<file path="config.mk">
export PLATFORM = sky130hd
export DESIGN_NAME = line_port_flat
export DESIGN_NICKNAME = d
export VERILOG_FILES = /design/src/common/line_pkg.sv /design/src/common/framer_link_if.sv /design/src/rtl/line_fifo.sv /design/src/rtl/line_port.sv /design/src/flat_wrapper.sv
export VERILOG_INCLUDE_DIRS = /design/src /design/src/common
export SDC_FILE = /design/constraint.sdc
export NUM_CORES = 1
export LEC_CHECK = 0
export BUFFER_PORTS_ARGS = -buffer_cell sky130_fd_sc_hd__buf_4
export CAP_MARGIN = 10
export CORE_ASPECT_RATIO = 1.75
export CORE_MARGIN = 1.5
export CORE_UTILIZATION = 45
export DETAILED_ROUTE_END_ITERATION = 8
export GPL_ROUTABILITY_DRIVEN = 0
export PLACE_DENSITY = 0.64
export SETUP_SLACK_MARGIN = 0.02
export SYNTH_ARGS = -nofsm -noshare
export SYNTH_HDL_FRONTEND = slang
export SYNTH_HIERARCHICAL = 1
export SYNTH_SLANG_ARGS = --single-unit
</file>
<file path="constraint.sdc">
create_clock -name CLOCK -period 5.58 [get_ports CLOCK]
set_clock_uncertainty 0.15 [all_clocks]
set_input_delay 0.837 -clock CLOCK [delete_from_list [all_inputs] [get_ports CLOCK]]
set_output_delay 0.837 -clock CLOCK [all_outputs]
set_load 0.02 [all_outputs]
</file>
<file path="src/common/line_defines.svh">
// Purpose: Shared constants for the framer-side line port and its framer end
// Assumes: CLOCK at 20 MHz, link bit period of 400 ns
// Notes:   Included by bare name; definitions only
`ifndef LINE_DEFINES_SVH
`define LINE_DEFINES_SVH

`define CHANNELS            8
`define SYMBOL_WIDTH        16
`define FIFO_DEPTH          32

`define CLOCK_PERIOD_NS     50
`define LINK_PERIOD_NS      400
`define LINK_PERIOD_CYCLES  (`LINK_PERIOD_NS / `CLOCK_PERIOD_NS)
`define LINK_HALF_CYCLES    (`LINK_PERIOD_CYCLES / 2)
`define LINK_PHASE_WIDTH    3

`define UNIPOLAR_QUALIFY    16
`define QUALIFY_WIDTH       5

`define LANE_RESET          8'h00
`define LANE_ONES           8'hFF

`endif

</file>
<file path="src/common/line_pkg.sv">
// Purpose: Types and the shared line-code decoder step
// Assumes: Decoder advances once per bit period
// Notes:   Polarity bit 1 means a positive mark
package line_pkg;

  typedef enum logic [1:0] {SYM_SPACE, SYM_MARK, SYM_VIOL} symbol_type;

  typedef enum logic {MODE_BIPOLAR, MODE_UNIPOLAR} mode_type;

  typedef struct packed {
    logic [2:0] data_pipe;
    logic [2:0] flag_pipe;
    logic       last_pol;
    logic       seen;
    logic       data;
    logic       flag;
  } dec_state_type;

  typedef struct packed {
    symbol_type [3:0] pipe;
    logic             odd;
    logic             last_pol;
    logic             plus;
    logic             minus;
  } enc_state_type;

  // One bit of alternate-mark decoding, with optional zero-substitution removal
  function automatic dec_state_type decode_step(input dec_state_type s, input logic plus,
                                                input logic minus, input logic hdb3);
    dec_state_type n;
    logic          mark;
    logic          violation;
    logic          code;
    n = s;
    mark = plus | minus;
    violation = mark && s.seen && (plus == s.last_pol);
    code = hdb3 && violation && !s.data_pipe[0] && !s.data_pipe[1];
    n.data = s.data_pipe[2] & ~code;
    n.flag = s.flag_pipe[2];
    n.data_pipe = {s.data_pipe[1:0], mark & ~code};
    n.flag_pipe = {s.flag_pipe[1:0], violation & ~code};
    if (mark) begin
      n.last_pol = plus;
      n.seen = 1'b1;
    end
    return n;
  endfunction

endpackage

</file>
<file path="src/common/framer_link_if.sv">
// Purpose: Framer-side pins between the line port and the framer
// Assumes: All signals are plain logic levels
// Notes:   tx_minus_rail doubles as the per-channel unipolar select
`timescale 1ns/1ps
`default_nettype none
`include "line_defines.svh"

interface framer_link_if;
  logic                 rx_receive_clock;
  logic [`CHANNELS-1:0] rx_plus_rail;
  logic [`CHANNELS-1:0] rx_minus_rail;
  logic                 clock_edge_select;
  logic                 tx_input_clock;
  logic [`CHANNELS-1:0] tx_plus_rail;
  logic [`CHANNELS-1:0] tx_minus_rail;

  modport device (
    output rx_receive_clock,
    output rx_plus_rail,
    output rx_minus_rail,
    input  clock_edge_select,
    input  tx_input_clock,
    input  tx_plus_rail,
    input  tx_minus_rail
  );

  modport framer (
    input  rx_receive_clock,
    input  rx_plus_rail,
    input  rx_minus_rail,
    output clock_edge_select,
    output tx_input_clock,
    output tx_plus_rail,
    output tx_minus_rail
  );
endinterface

`default_nettype wire

</file>
<file path="src/rtl/line_fifo.sv">
// Purpose: Flop-based FIFO with valid and ready on both sides
// Assumes: Single clock
// Notes:   in_ready is registered
`timescale 1ns/1ps
`default_nettype none

module line_fifo #(
  parameter int WIDTH = 16,
  parameter int DEPTH = 32
) (
  input  wire logic             clock,
  input  wire logic             nrst,
  input  wire logic             in_valid,
  output logic                  in_ready,
  input  wire logic [WIDTH-1:0] in_data,
  output logic                  out_valid,
  input  wire logic             out_ready,
  output logic      [WIDTH-1:0] out_data
);
  localparam int AW = $clog2(DEPTH);

  logic [WIDTH-1:0] store [DEPTH];
  logic [AW-1:0]    wr_ptr;
  logic [AW-1:0]    rd_ptr;
  logic [AW:0]      count;

  wire              push       = in_valid && in_ready;
  wire              pop        = out_valid && out_ready;
  wire [AW:0]       next_count = count + {{AW{1'b0}}, push} - {{AW{1'b0}}, pop};

  assign out_valid = (count != '0);
  assign out_data  = store[rd_ptr];

  always_ff @(posedge clock or negedge nrst) begin
    if (!nrst) begin
      wr_ptr   <= '0;
      rd_ptr   <= '0;
      count    <= '0;
      in_ready <= 1'b0;
    end else begin
      wr_ptr   <= push ? AW'(wr_ptr + 1'b1) : wr_ptr;
      rd_ptr   <= pop ? AW'(rd_ptr + 1'b1) : rd_ptr;
      count    <= next_count;
      in_ready <= (next_count != (AW+1)'(DEPTH));
    end
  end

  always_ff @(posedge clock) begin
    if (push) begin
      store[wr_ptr] <= in_data;
    end
  end
endmodule // line_fifo

`default_nettype wire

</file>
<file path="src/rtl/line_port.sv">
// Purpose: Line transceiver end of the framer-side port, eight channels
// Assumes: Line symbols arrive through a FIFO in CLOCK's domain
// Notes:   Receive clock is divided from CLOCK; transmit clock is sampled
`timescale 1ns/1ps
`default_nettype none
`include "line_defines.svh"

module line_port (
  input  wire logic                 CLOCK,
  input  wire logic                 NRST,
  input  wire logic                 LINE_RX_VALID,
  output logic                      LINE_RX_READY,
  input  wire logic [`CHANNELS-1:0] LINE_RX_PLUS,
  input  wire logic [`CHANNELS-1:0] LINE_RX_MINUS,
  input  wire logic                 LINE_CODE_HDB3,
  output wire logic [`CHANNELS-1:0] LINE_TX_PLUS,
  output wire logic [`CHANNELS-1:0] LINE_TX_MINUS,
  output wire logic [`CHANNELS-1:0] UNIPOLAR_ACTIVE,
  framer_link_if.device             link
);

  // One bit of unipolar transmit encoding with optional zero substitution
  function automatic line_pkg::enc_state_type encode_step(input line_pkg::enc_state_type s,
                                                          input logic data, input logic hdb3);
    line_pkg::enc_state_type n;
    logic                    sub;
    n = s;
    sub = hdb3 && !data && (s.pipe[0] == line_pkg::SYM_SPACE)
          && (s.pipe[1] == line_pkg::SYM_SPACE) && (s.pipe[2] == line_pkg::SYM_SPACE);
    n.plus = 1'b0;
    n.minus = 1'b0;
    case (s.pipe[3])
      line_pkg::SYM_MARK: begin
        n.plus = ~s.last_pol;
        n.minus = s.last_pol;
        n.last_pol = ~s.last_pol;
      end
      line_pkg::SYM_VIOL: begin
        n.plus = s.last_pol;
        n.minus = ~s.last_pol;
      end
      default: begin
        n.plus = 1'b0;
      end
    endcase
    n.pipe[3] = (sub && !s.odd) ? line_pkg::SYM_MARK : s.pipe[2];
    n.pipe[2] = s.pipe[1];
    n.pipe[1] = s.pipe[0];
    n.pipe[0] = sub ? line_pkg::SYM_VIOL : (data ? line_pkg::SYM_MARK : line_pkg::SYM_SPACE);
    n.odd = sub ? 1'b0 : (s.odd ^ data);
    return n;
  endfunction

  // Link input synchronisers
  logic [`CHANNELS-1:0] tx_plus_meta;
  logic [`CHANNELS-1:0] tx_plus_sync;
  logic [`CHANNELS-1:0] tx_minus_meta;
  logic [`CHANNELS-1:0] tx_minus_sync;
  logic                 tx_clock_meta;
  logic                 tx_clock_sync;
  logic                 tx_clock_last;
  logic                 edge_meta;
  logic                 edge_sync;

  always_ff @(posedge CLOCK or negedge NRST) begin
    if (!NRST) begin
      tx_plus_meta  <= `LANE_RESET;
      tx_plus_sync  <= `LANE_RESET;
      tx_minus_meta <= `LANE_RESET;
      tx_minus_sync <= `LANE_RESET;
      tx_clock_meta <= 1'b0;
      tx_clock_sync <= 1'b0;
      tx_clock_last <= 1'b0;
      edge_meta     <= 1'b0;
      edge_sync     <= 1'b0;
    end else begin
      tx_plus_meta  <= link.tx_plus_rail;
      tx_plus_sync  <= tx_plus_meta;
      tx_minus_meta <= link.tx_minus_rail;
      tx_minus_sync <= tx_minus_meta;
      tx_clock_meta <= link.tx_input_clock;
      tx_clock_sync <= tx_clock_meta;
      tx_clock_last <= tx_clock_sync;
      edge_meta     <= link.clock_edge_select;
      edge_sync     <= edge_meta;
    end
  end

  // Rising edge of the framer's transmit clock
  wire tx_take = tx_clock_sync & ~tx_clock_last;

  // Receive clock divider
  logic [`LINK_PHASE_WIDTH-1:0] phase;
  logic                         rx_clock;
  wire  [`LINK_PHASE_WIDTH-1:0] next_phase = (phase == `LINK_PHASE_WIDTH'(`LINK_PERIOD_CYCLES - 1))
                                             ? '0 : `LINK_PHASE_WIDTH'(phase + 1'b1);
  wire                          next_rx_clock = (next_phase >= `LINK_PHASE_WIDTH'(`LINK_HALF_CYCLES));
  wire                          rx_launch = edge_sync ? (next_phase == '0)
                                            : (next_phase == `LINK_PHASE_WIDTH'(`LINK_HALF_CYCLES));

  always_ff @(posedge CLOCK or negedge NRST) begin
    if (!NRST) begin
      phase    <= '0;
      rx_clock <= 1'b0;
    end else begin
      phase    <= next_phase;
      rx_clock <= next_rx_clock;
    end
  end

  assign link.rx_receive_clock = rx_clock;

  // Received line symbols wait here for their bit slot
  logic                     fifo_valid;
  logic [`SYMBOL_WIDTH-1:0] fifo_data;

  line_fifo #(
    .WIDTH (`SYMBOL_WIDTH),
    .DEPTH (`FIFO_DEPTH)
  ) line_fifo_inst (
    .clock     (CLOCK),
    .nrst      (NRST),
    .in_valid  (LINE_RX_VALID),
    .in_ready  (LINE_RX_READY),
    .in_data   ({LINE_RX_MINUS, LINE_RX_PLUS}),
    .out_valid (fifo_valid),
    .out_ready (rx_launch),
    .out_data  (fifo_data)
  );

  // An empty buffer sends spaces
  wire [`CHANNELS-1:0] line_plus  = fifo_valid ? fifo_data[`CHANNELS-1:0] : `LANE_RESET;
  wire [`CHANNELS-1:0] line_minus = fifo_valid ? fifo_data[`SYMBOL_WIDTH-1:`CHANNELS] : `LANE_RESET;

  wire [`CHANNELS-1:0] rx_plus_all;
  wire [`CHANNELS-1:0] rx_minus_all;

  for (genvar c = 0; c < `CHANNELS; c++) begin : lane
    logic [`QUALIFY_WIDTH-1:0] qualify;
    line_pkg::mode_type        mode;
    line_pkg::dec_state_type   dec;
    line_pkg::dec_state_type   next_dec;
    line_pkg::enc_state_type   enc;
    line_pkg::enc_state_type   next_enc;
    logic                      rx_p;
    logic                      rx_m;
    logic                      tx_p;
    logic                      tx_m;
    wire                       unipolar = (mode == line_pkg::MODE_UNIPOLAR);

    assign next_dec = line_pkg::decode_step(dec, line_plus[c], line_minus[c], LINE_CODE_HDB3);
    assign next_enc = encode_step(enc, tx_plus_sync[c], LINE_CODE_HDB3);

    // Mode qualification from this channel's own select pin
    always_ff @(posedge CLOCK or negedge NRST) begin
      if (!NRST) begin
        qualify <= '0;
        mode    <= line_pkg::MODE_BIPOLAR;
      end else if (!tx_minus_sync[c]) begin
        qualify <= '0;
        mode    <= line_pkg::MODE_BIPOLAR;
      end else if (qualify != `QUALIFY_WIDTH'(`UNIPOLAR_QUALIFY)) begin
        qualify <= `QUALIFY_WIDTH'(qualify + 1'b1);
      end else begin
        mode <= line_pkg::MODE_UNIPOLAR;
      end
    end

    // Receive rails, launched on the edge opposite the valid edge
    always_ff @(posedge CLOCK or negedge NRST) begin
      if (!NRST) begin
        dec  <= '0;
        rx_p <= 1'b0;
        rx_m <= 1'b0;
      end else if (rx_launch) begin
        dec  <= next_dec;
        rx_p <= unipolar ? next_dec.data : line_plus[c];
        rx_m <= unipolar ? next_dec.flag : line_minus[c];
      end
    end

    // Transmit line, taken on the transmit clock's rising edge
    always_ff @(posedge CLOCK or negedge NRST) begin
      if (!NRST) begin
        enc  <= '0;
        tx_p <= 1'b0;
        tx_m <= 1'b0;
      end else if (tx_take) begin
        enc  <= next_enc;
        tx_p <= unipolar ? next_enc.plus : tx_plus_sync[c];
        tx_m <= unipolar ? next_enc.minus : tx_minus_sync[c];
      end
    end

    assign rx_plus_all[c]     = rx_p;
    assign rx_minus_all[c]    = rx_m;
    assign LINE_TX_PLUS[c]    = tx_p;
    assign LINE_TX_MINUS[c]   = tx_m;
    assign UNIPOLAR_ACTIVE[c] = unipolar;
  end

  assign link.rx_plus_rail  = rx_plus_all;
  assign link.rx_minus_rail = rx_minus_all;

endmodule // line_port

`default_nettype wire

</file>
<file path="src/flat_wrapper.sv">
// flat-port wrapper written by rule: the top's interface ports become plain ports
module line_port_flat 
  (CLOCK, NRST, LINE_RX_VALID, LINE_RX_READY, LINE_RX_PLUS, LINE_RX_MINUS, LINE_CODE_HDB3, LINE_TX_PLUS, LINE_TX_MINUS, UNIPOLAR_ACTIVE, link_rx_receive_clock, link_rx_plus_rail, link_rx_minus_rail, link_clock_edge_select, link_tx_input_clock, link_tx_plus_rail, link_tx_minus_rail);
  framer_link_if link_i ();
  input  wire logic CLOCK;
  input  wire logic NRST;
  input  wire logic LINE_RX_VALID;
  output logic LINE_RX_READY;
  input  wire logic [`CHANNELS-1:0] LINE_RX_PLUS;
  input  wire logic [`CHANNELS-1:0] LINE_RX_MINUS;
  input  wire logic LINE_CODE_HDB3;
  output wire logic [`CHANNELS-1:0] LINE_TX_PLUS;
  output wire logic [`CHANNELS-1:0] LINE_TX_MINUS;
  output wire logic [`CHANNELS-1:0] UNIPOLAR_ACTIVE;
  output wire logic [$bits(link_i.rx_receive_clock)-1:0] link_rx_receive_clock;
  output wire logic [$bits(link_i.rx_plus_rail)-1:0] link_rx_plus_rail;
  output wire logic [$bits(link_i.rx_minus_rail)-1:0] link_rx_minus_rail;
  input wire logic [$bits(link_i.clock_edge_select)-1:0] link_clock_edge_select;
  input wire logic [$bits(link_i.tx_input_clock)-1:0] link_tx_input_clock;
  input wire logic [$bits(link_i.tx_plus_rail)-1:0] link_tx_plus_rail;
  input wire logic [$bits(link_i.tx_minus_rail)-1:0] link_tx_minus_rail;
  assign link_rx_receive_clock = link_i.rx_receive_clock;
  assign link_rx_plus_rail = link_i.rx_plus_rail;
  assign link_rx_minus_rail = link_i.rx_minus_rail;
  assign link_i.clock_edge_select = link_clock_edge_select;
  assign link_i.tx_input_clock = link_tx_input_clock;
  assign link_i.tx_plus_rail = link_tx_plus_rail;
  assign link_i.tx_minus_rail = link_tx_minus_rail;
  line_port u_core (.CLOCK(CLOCK), .NRST(NRST), .LINE_RX_VALID(LINE_RX_VALID), .LINE_RX_READY(LINE_RX_READY), .LINE_RX_PLUS(LINE_RX_PLUS), .LINE_RX_MINUS(LINE_RX_MINUS), .LINE_CODE_HDB3(LINE_CODE_HDB3), .LINE_TX_PLUS(LINE_TX_PLUS), .LINE_TX_MINUS(LINE_TX_MINUS), .UNIPOLAR_ACTIVE(UNIPOLAR_ACTIVE), .link(link_i));
endmodule
</file>
After elaboration in Yosys (flattened, before gate mapping). Memory sizes are Yosys's and may differ from the RTL's. Cells that the tools add are included.

$lt $le $gt $ge: 1. $mul: 0. Add/sub/neg operators: 13. Equality and inequality tests: 51. Mux-type cells: 118. Bitwise logic cells: 58. Reductions and logical operators: 156. Div/mod/pow operators: 0. Shifts and indexed selects: 0.

Operators with widths (count): 1-bit logical AND (82); 5-bit two-way mux (16); 1-bit two-way mux (67); 5-bit by 1-bit adder with 5-bit output (second input constant) (10); 2-bit zero test (24); 5-bit != test (second input constant) (8); 1-bit zero test (32); 2-bit two-way mux (16); 2-bit != test (second input constant) (16); 1-bit case mux with 2 select lines (16); 2-bit AND reduction (16); 1-bit bitwise AND (25); 1-bit NOT (17); 2-bit by 1-bit == test with 1-bit output (second input constant) (8); 2-bit == test (second input constant) (8); 8-bit two-way mux (2); 1-bit == test (8); 1-bit OR (8); 1-bit bitwise XOR (8); 6-bit by 1-bit adder with 6-bit output (1); 3-bit == test (second input constant) (2); 6-bit != test (second input constant) (1); 6-bit nonzero test (1); 6-bit by 1-bit subtractor with 6-bit output (1); other kinds (4) (4).

Bits in writable memories: 512. Register bits: 282. Memories: 1. Word-level logic and storage cells: 541. Bits in read-only memories: 0. Input bits: 38. Bits in latches: 0. Output and inout port bits: 42.

Memory list: u_core.line_fifo_inst.store (words 32, bits a word 16, rd ports 1, clocked after Yosys merged registers in 0, wr ports 1, line line_fifo.sv:22) `logic [WIDTH-1:0] store [DEPTH];`.

Logic depth before layout (Yosys ltp).
Depth after elaboration: 11. Mapped depth: 19. Depth with buffers taken out: 16.

Hierarchy. The synthesis kept the hierarchy.

Modules (own cells, without submodules): line_fifo (seq. area each 15800.2 um^2, times used 1, cells an instance 973, area an instance 20572.2 um^2); line_port (seq. area each 6631.4 um^2, times used 1, cells an instance 1148, area an instance 11537.3 um^2).

Worst setup path before layout. No wires, ideal clock.

Path kind: register -> register. From: reg u_core.phase[0]. To: reg u_core.line_fifo_inst.in_ready. Arrival: 3.806 ns. Setup slack: 1.485 ns. Required time: 5.292 ns. Cell stages (with the launch flop): 18. Buffers on the path: 3. Setup time: 0.138 ns. Clock period less this slack: 4.095 ns. Cells stage by stage: dfrtp_1 > ha_1 > ha_1 > xnor2_2 > a21o_1 > buf_6 > inv_2 > buf_2 > and2_1 > clkbuf_1 > ha_1 > inv_1 > ha_1 > inv_1 > fa_1 > inv_1 > or3_1 > or4b_1.

Longest elaborated chain between the ends: 7. Elaborated cells on any way between the ends: 9. Those cells by class: 2 x add/sub; 3 x eq/ne; 2 x mux; 2 x reduce/logical.

Ends and longest elaborated chain: start, declared (line line_port.sv:93) `` logic [`LINK_PHASE_WIDTH-1:0] phase; ``; start signal, assigned (line line_port.sv:106) `phase <= next_phase;`; 3-bit by 1-bit adder with 3-bit output or 3-bit == test (tied branches) (line line_port.sv:96, line_port.sv:95); 3-bit two-way mux * (line line_port.sv:95) `` wire [`LINK_PHASE_WIDTH-1:0] next_phase = (phase == `LINK_PHASE_WIDTH'(`LINK_PERIOD_CYCLES - 1)) ``; via u_core.next_phase[2] (line line_port.sv:95); 3-bit == test or 3-bit zero test (tied branches) (line line_port.sv:99, line_port.sv:98); 1-bit two-way mux * (line line_port.sv:98) `wire rx_launch = edge_sync ? (next_phase == '0)`; via u_core.rx_launch (line line_port.sv:98); 1-bit logical AND * (line line_fifo.sv:28) `wire pop = out_valid && out_ready;`; via u_core.line_fifo_inst.pop (line line_fifo.sv:28); 6-bit by 1-bit subtractor with 6-bit output * (line line_fifo.sv:29) `wire [AW:0] next_count = count + {{AW{1'b0}}, push} - {{AW{1'b0}}, pop};`; via u_core.line_fifo_inst.next_count[1] (line line_fifo.sv:29); 6-bit != test * (line line_fifo.sv:44) `in_ready <= (next_count != (AW+1)'(DEPTH));`; end signal, assigned (line line_fifo.sv:44); end, declared (line line_fifo.sv:14) `output logic in_ready,`.

Mark *: on every way through the listed nets, which the timed path passes. The rest lies on a longest branch. A chain may end at the register's enable or synchronous reset.

Final worst setup path.
From: reg u_core.phase[0]. To: reg u_core.line_fifo_inst.in_ready.

Longest elaborated chain between the ends: 7. Elaborated cells on any way between the ends: 9. Those cells by class: 2 x add/sub; 3 x eq/ne; 2 x mux; 2 x reduce/logical.

Ends and longest elaborated chain (line): 3-bit by 1-bit adder with 3-bit output or 3-bit == test (tied branches) (line_port.sv:96, line_port.sv:95); 3-bit two-way mux * (line_port.sv:95); via u_core.next_phase[2] (line_port.sv:95); 3-bit == test or 3-bit zero test (tied branches) (line_port.sv:99, line_port.sv:98); 1-bit two-way mux * (line_port.sv:98); 1-bit logical AND * (line_fifo.sv:28); 6-bit by 1-bit subtractor with 6-bit output * (line_fifo.sv:29); via u_core.line_fifo_inst.next_count[1] (line_fifo.sv:29); 6-bit != test * (line_fifo.sv:44).

Marked as above.

==> out/qor.csv <==
stage;metric;value;unit
outcome;status;finished clean;
logic_synthesis;syn_area;32110;um^2
clocking;htreeDepth;3;
floorplan;die_w;204.9;um
clocking;worst_setup_hold_path_clk_slew;0.06;ns
sta;period_share;70.88;%
global_route;grt_pass1_vias;18190;
detailed_routing;ant_nets;0;
detailed_routing;first_iter_violations;1550;
global_route;grt_start_max_net_pins;130;
logic_synthesis;netlist_top_cells_count;edfxtp_1, nand2_1, dfrtp_1, mux2i_1, mux4_2;
clocking;cts_root_buf;clkbuf_16;
worst_setup_path;cp.buffers_inverters;4;
logic_synthesis;synth_flop_cell;edfxtp_1;
clocking;post_cts_resized;0;
worst_setup_path;timing.rr.start;u_core/phase[0];
finish;syn_to_final_growth;10.90;%
finish;final_nets;2228;
floorplan;core;70700;um^2
logic_synthesis;syn_nets;2191;
global_route;grt_overflow;0;
run;maxCapViolCount;0;
power_and_ir_drop;peakVddDrop;0.0003170;V
worst_setup_path;r2r_end;u_core/line_fifo_inst/in_ready;
logic_synthesis;yosys.area.top_type;edfxtp_1;
worst_setup_path;path_max_fanout;6;
worst_setup_path;slowest_stage;or4b_1;
floorplan;rows;129;
sta;relSlewSlack;18.74;%
logic_synthesis;synthTopCellsByArea;edfxtp_1, dfrtp_1, mux4_2, nand2_1, mux2i_1;
worst_setup_path;crit_path_start;u_core/phase[0];
clocking;clock_latency;0.64;ns
floorplan;num_io_pins;80;
logic_synthesis;ys_types;54;
detailed_routing;vias;17440;
sta;rsz0062_at_grt;no;
logic_synthesis;synth_edf_count;512;
power_and_ir_drop;p_per_area;459.9;nW/um^2
worst_setup_path;max_stage_delay;0.51;ns
placement;place.port_buffers;79;
logic_synthesis;yosysWarnings;6;
floorplan;die-area;73030;um^2
sta;slew_violations;0;
worst_setup_path;endpoint_kind;flip-flop;
worst_setup_path;critPathCapture;u_core/line_fifo_inst/in_ready;
worst_setup_path;crit_family;adder cells;
worst_setup_path;crit_type;reg -> reg;
clocking;cts_buffers;71;
global_route;grt_pass1_wl;108100;um
logic_synthesis;async_reset_ff_share;35.52;%
sta;tightestPinTransition;1.218;ns
floorplan;die_h;356.4;um
sta;clock.fmax;252.8;MHz
global_route;grtUsageTotal;19.68;%
hold_path;hp-class;in -> async;
finish;antenna_cells;0;
logic_synthesis;netlist_instances;2121;
floorplan;start_util;45.42;%
sta;final.min_clock_period;3.955;ns
logic_synthesis;syn_area_per_cell;15.14;um^2
worst_setup_path;path_depth;14;
placement;hpwl;45350;um
logic_synthesis;synth_top_area_share;47.88;%
detailed_routing;drcViolationCount;0;
worst_setup_path;cp_common_cell;ha_1;
global_route;antenna_found_initial;0;
clocking;clock_sinks;794;
detailed_routing;wl_per_cell;22.41;um
clocking;cts_hold_buf;0;
detailed_routing;viasPerCell;5.565;
finish;final_core_util;50.37;%
worst_setup_path;cp.arrival;4.29;ns
worst_setup_path;cp.required;5.91;ns
logic_synthesis;ys_seq_elements;794;
logic_synthesis;yosysMostFrequentCell;edfxtp_1;
worst_setup_path;crit_chain;ha_1, ha_1, xnor2_2, a21o_4, inv_2, and2_1, ha_1, inv_1, ha_1, inv_1, fa_1, inv_1, or3_1, or4b_1;
finish;drive_gt1_share;15.52;%
clocking;cts_tree;built;
worst_setup_path;r2r_setup_slack;1.62;ns
detailed_routing;routed_wirelength;70220;um
sta;setup_viol;0;
detailed_routing;dr.pass1.iters;5;
worst_setup_path;r2r_cells;14;
clocking;cts.path.max_buffers;3;
sta;hold_viol_final;0;
clocking;cts_setup_buffers;0;
worst_setup_path;critPathLaunchType;flip-flop;
sta;setup_tns;0;ns
power_and_ir_drop;power_leakage;0.01351;uW
logic_synthesis;ys_seq_area_share;69.86;%
[power by group]
part | switching [uW] | total (uW) | leakage (uW) | internal (uW)
Combinational | 2330 | 4010 | 0.00427 | 1690
Sequential | 598 | 7550 | 0.00814 | 6950
Clock | 2150 | 4810 | 0.00110 | 2660
Total | 5080 | 16400 | 0.0135 | 11300
[cell type report]
class / count / area (um^2)
Multi-Input combinational cell: 1138 / 8707
Tap cell: 917 / 1147
Fill cell: 5815 / 35080
Clock inverter: 34 / 330.3
Sequential cell: 794 / 22440
Clock buffer: 97 / 1946
Inverter: 44 / 165.2
Timing Repair Buffer: 109 / 875.8
[worst reg2reg max path, delay by kind of cell, from the launching register on]
kind / cells / cell delay [ns]
buf+inv: 4 / 0.23
fa+ha+maj: 5 / 1.51
compound gates: 1 / 0.20
xor+xnor: 1 / 0.19
flops: 1 / 0.41
simple gates: 3 / 1.11
[worst min path at each step]
stage,startpoint,to,cells after the start
2_1_floorplan,u_core/edge_meta,u_core/edge_sync,0
3_3_place_gp,u_core/tx_minus_meta[7],u_core/tx_minus_sync[7],0
3_5_place_dp,u_core/tx_minus_meta[2],u_core/tx_minus_sync[2],0
4_1_cts,NRST,u_core/tx_minus_meta[5],1
5_1_grt,NRST,u_core/tx_minus_meta[5],1
6_report,NRST,u_core/tx_minus_meta[5],1
[flip-flops by register name, indices dropped and copies added, names as in the netlist, 3 cells and up]
register / count
u_core/tx_plus_sync: 8
u_core/tx_plus_meta: 8
u_core/lane.enc: 80
u_core/tx_minus_meta: 8
u_core/lane.rx_m: 8
u_core/lane.qualify: 40
u_core/lane.rx_p: 8
u_core/lane.mode: 8
u_core/phase: 3
u_core/lane.tx_p: 8
u_core/tx_minus_sync: 8
u_core/line_fifo_inst/count: 6
u_core/lane.dec: 64
u_core/lane.tx_m: 8
u_core/line_fifo_inst/wr_ptr: 5
u_core/line_fifo_inst/rd_ptr: 5
u_core/line_fifo_inst/store: 512
[layout by cell type (no fill, tap or decap), types with 9 or more instances in the layout]
master,instances
mux4_1,20
xor2_1,10
mux2i_1,76
o221ai_1,19
o21ai_0,61
buf_4,104
nor2_1,45
a211oi_1,31
a22oi_1,17
mux4_2,76
ha_1,31
nor3b_1,14
clkinv_2,10
clkbuf_16,72
a21oi_1,47
inv_1,42
nand3_1,32
o211ai_1,9
clkbuf_1,20
nor2b_1,16
xnor2_1,40
a21o_1,15
o21a_1,10
o22ai_1,15
dfrtp_1,280
and2_1,26
nor2_2,27
a22o_1,23
nand3b_1,9
nor4_1,16
o31ai_1,9
edfxtp_1,512
nand2_1,359
[logic make-up after synthesis]
family	synth area share, %
compound gates	6.083
xor+xnor	1.415
fa+ha+maj	1.270
buf+inv	3.320
flops	69.86
mux	9.371
simple gates	8.682
[metrics by stage]
step	cell area, um^2	power, uW	worst slack [ns]	hold slack (ns)	cells
after floorplan	32110	10460	1.485	0.1812	2121
after global placement	33330	11590	1.710	0.1884	3002
after detailed placement	33330	11730	1.627	0.1858	3002
after CTS	35610	16570	1.606	0.04340	3133
after global routing	35610	17140	1.371	0.09481	3133
final	35610	16380	1.625	0.05510	3133
[metal layers]
metal  up-vias  global-route usage, %  part of all wire (%)
met1      9022                  21.29                    37
met3       104                  3.151                   4.5
met2       397                  37.38                    55
met5         -                      0                     0
li1       7913                      -                     -
met4         0                  8.438                   3.4
No activity file was read; power rests on OpenSTA's default activity.
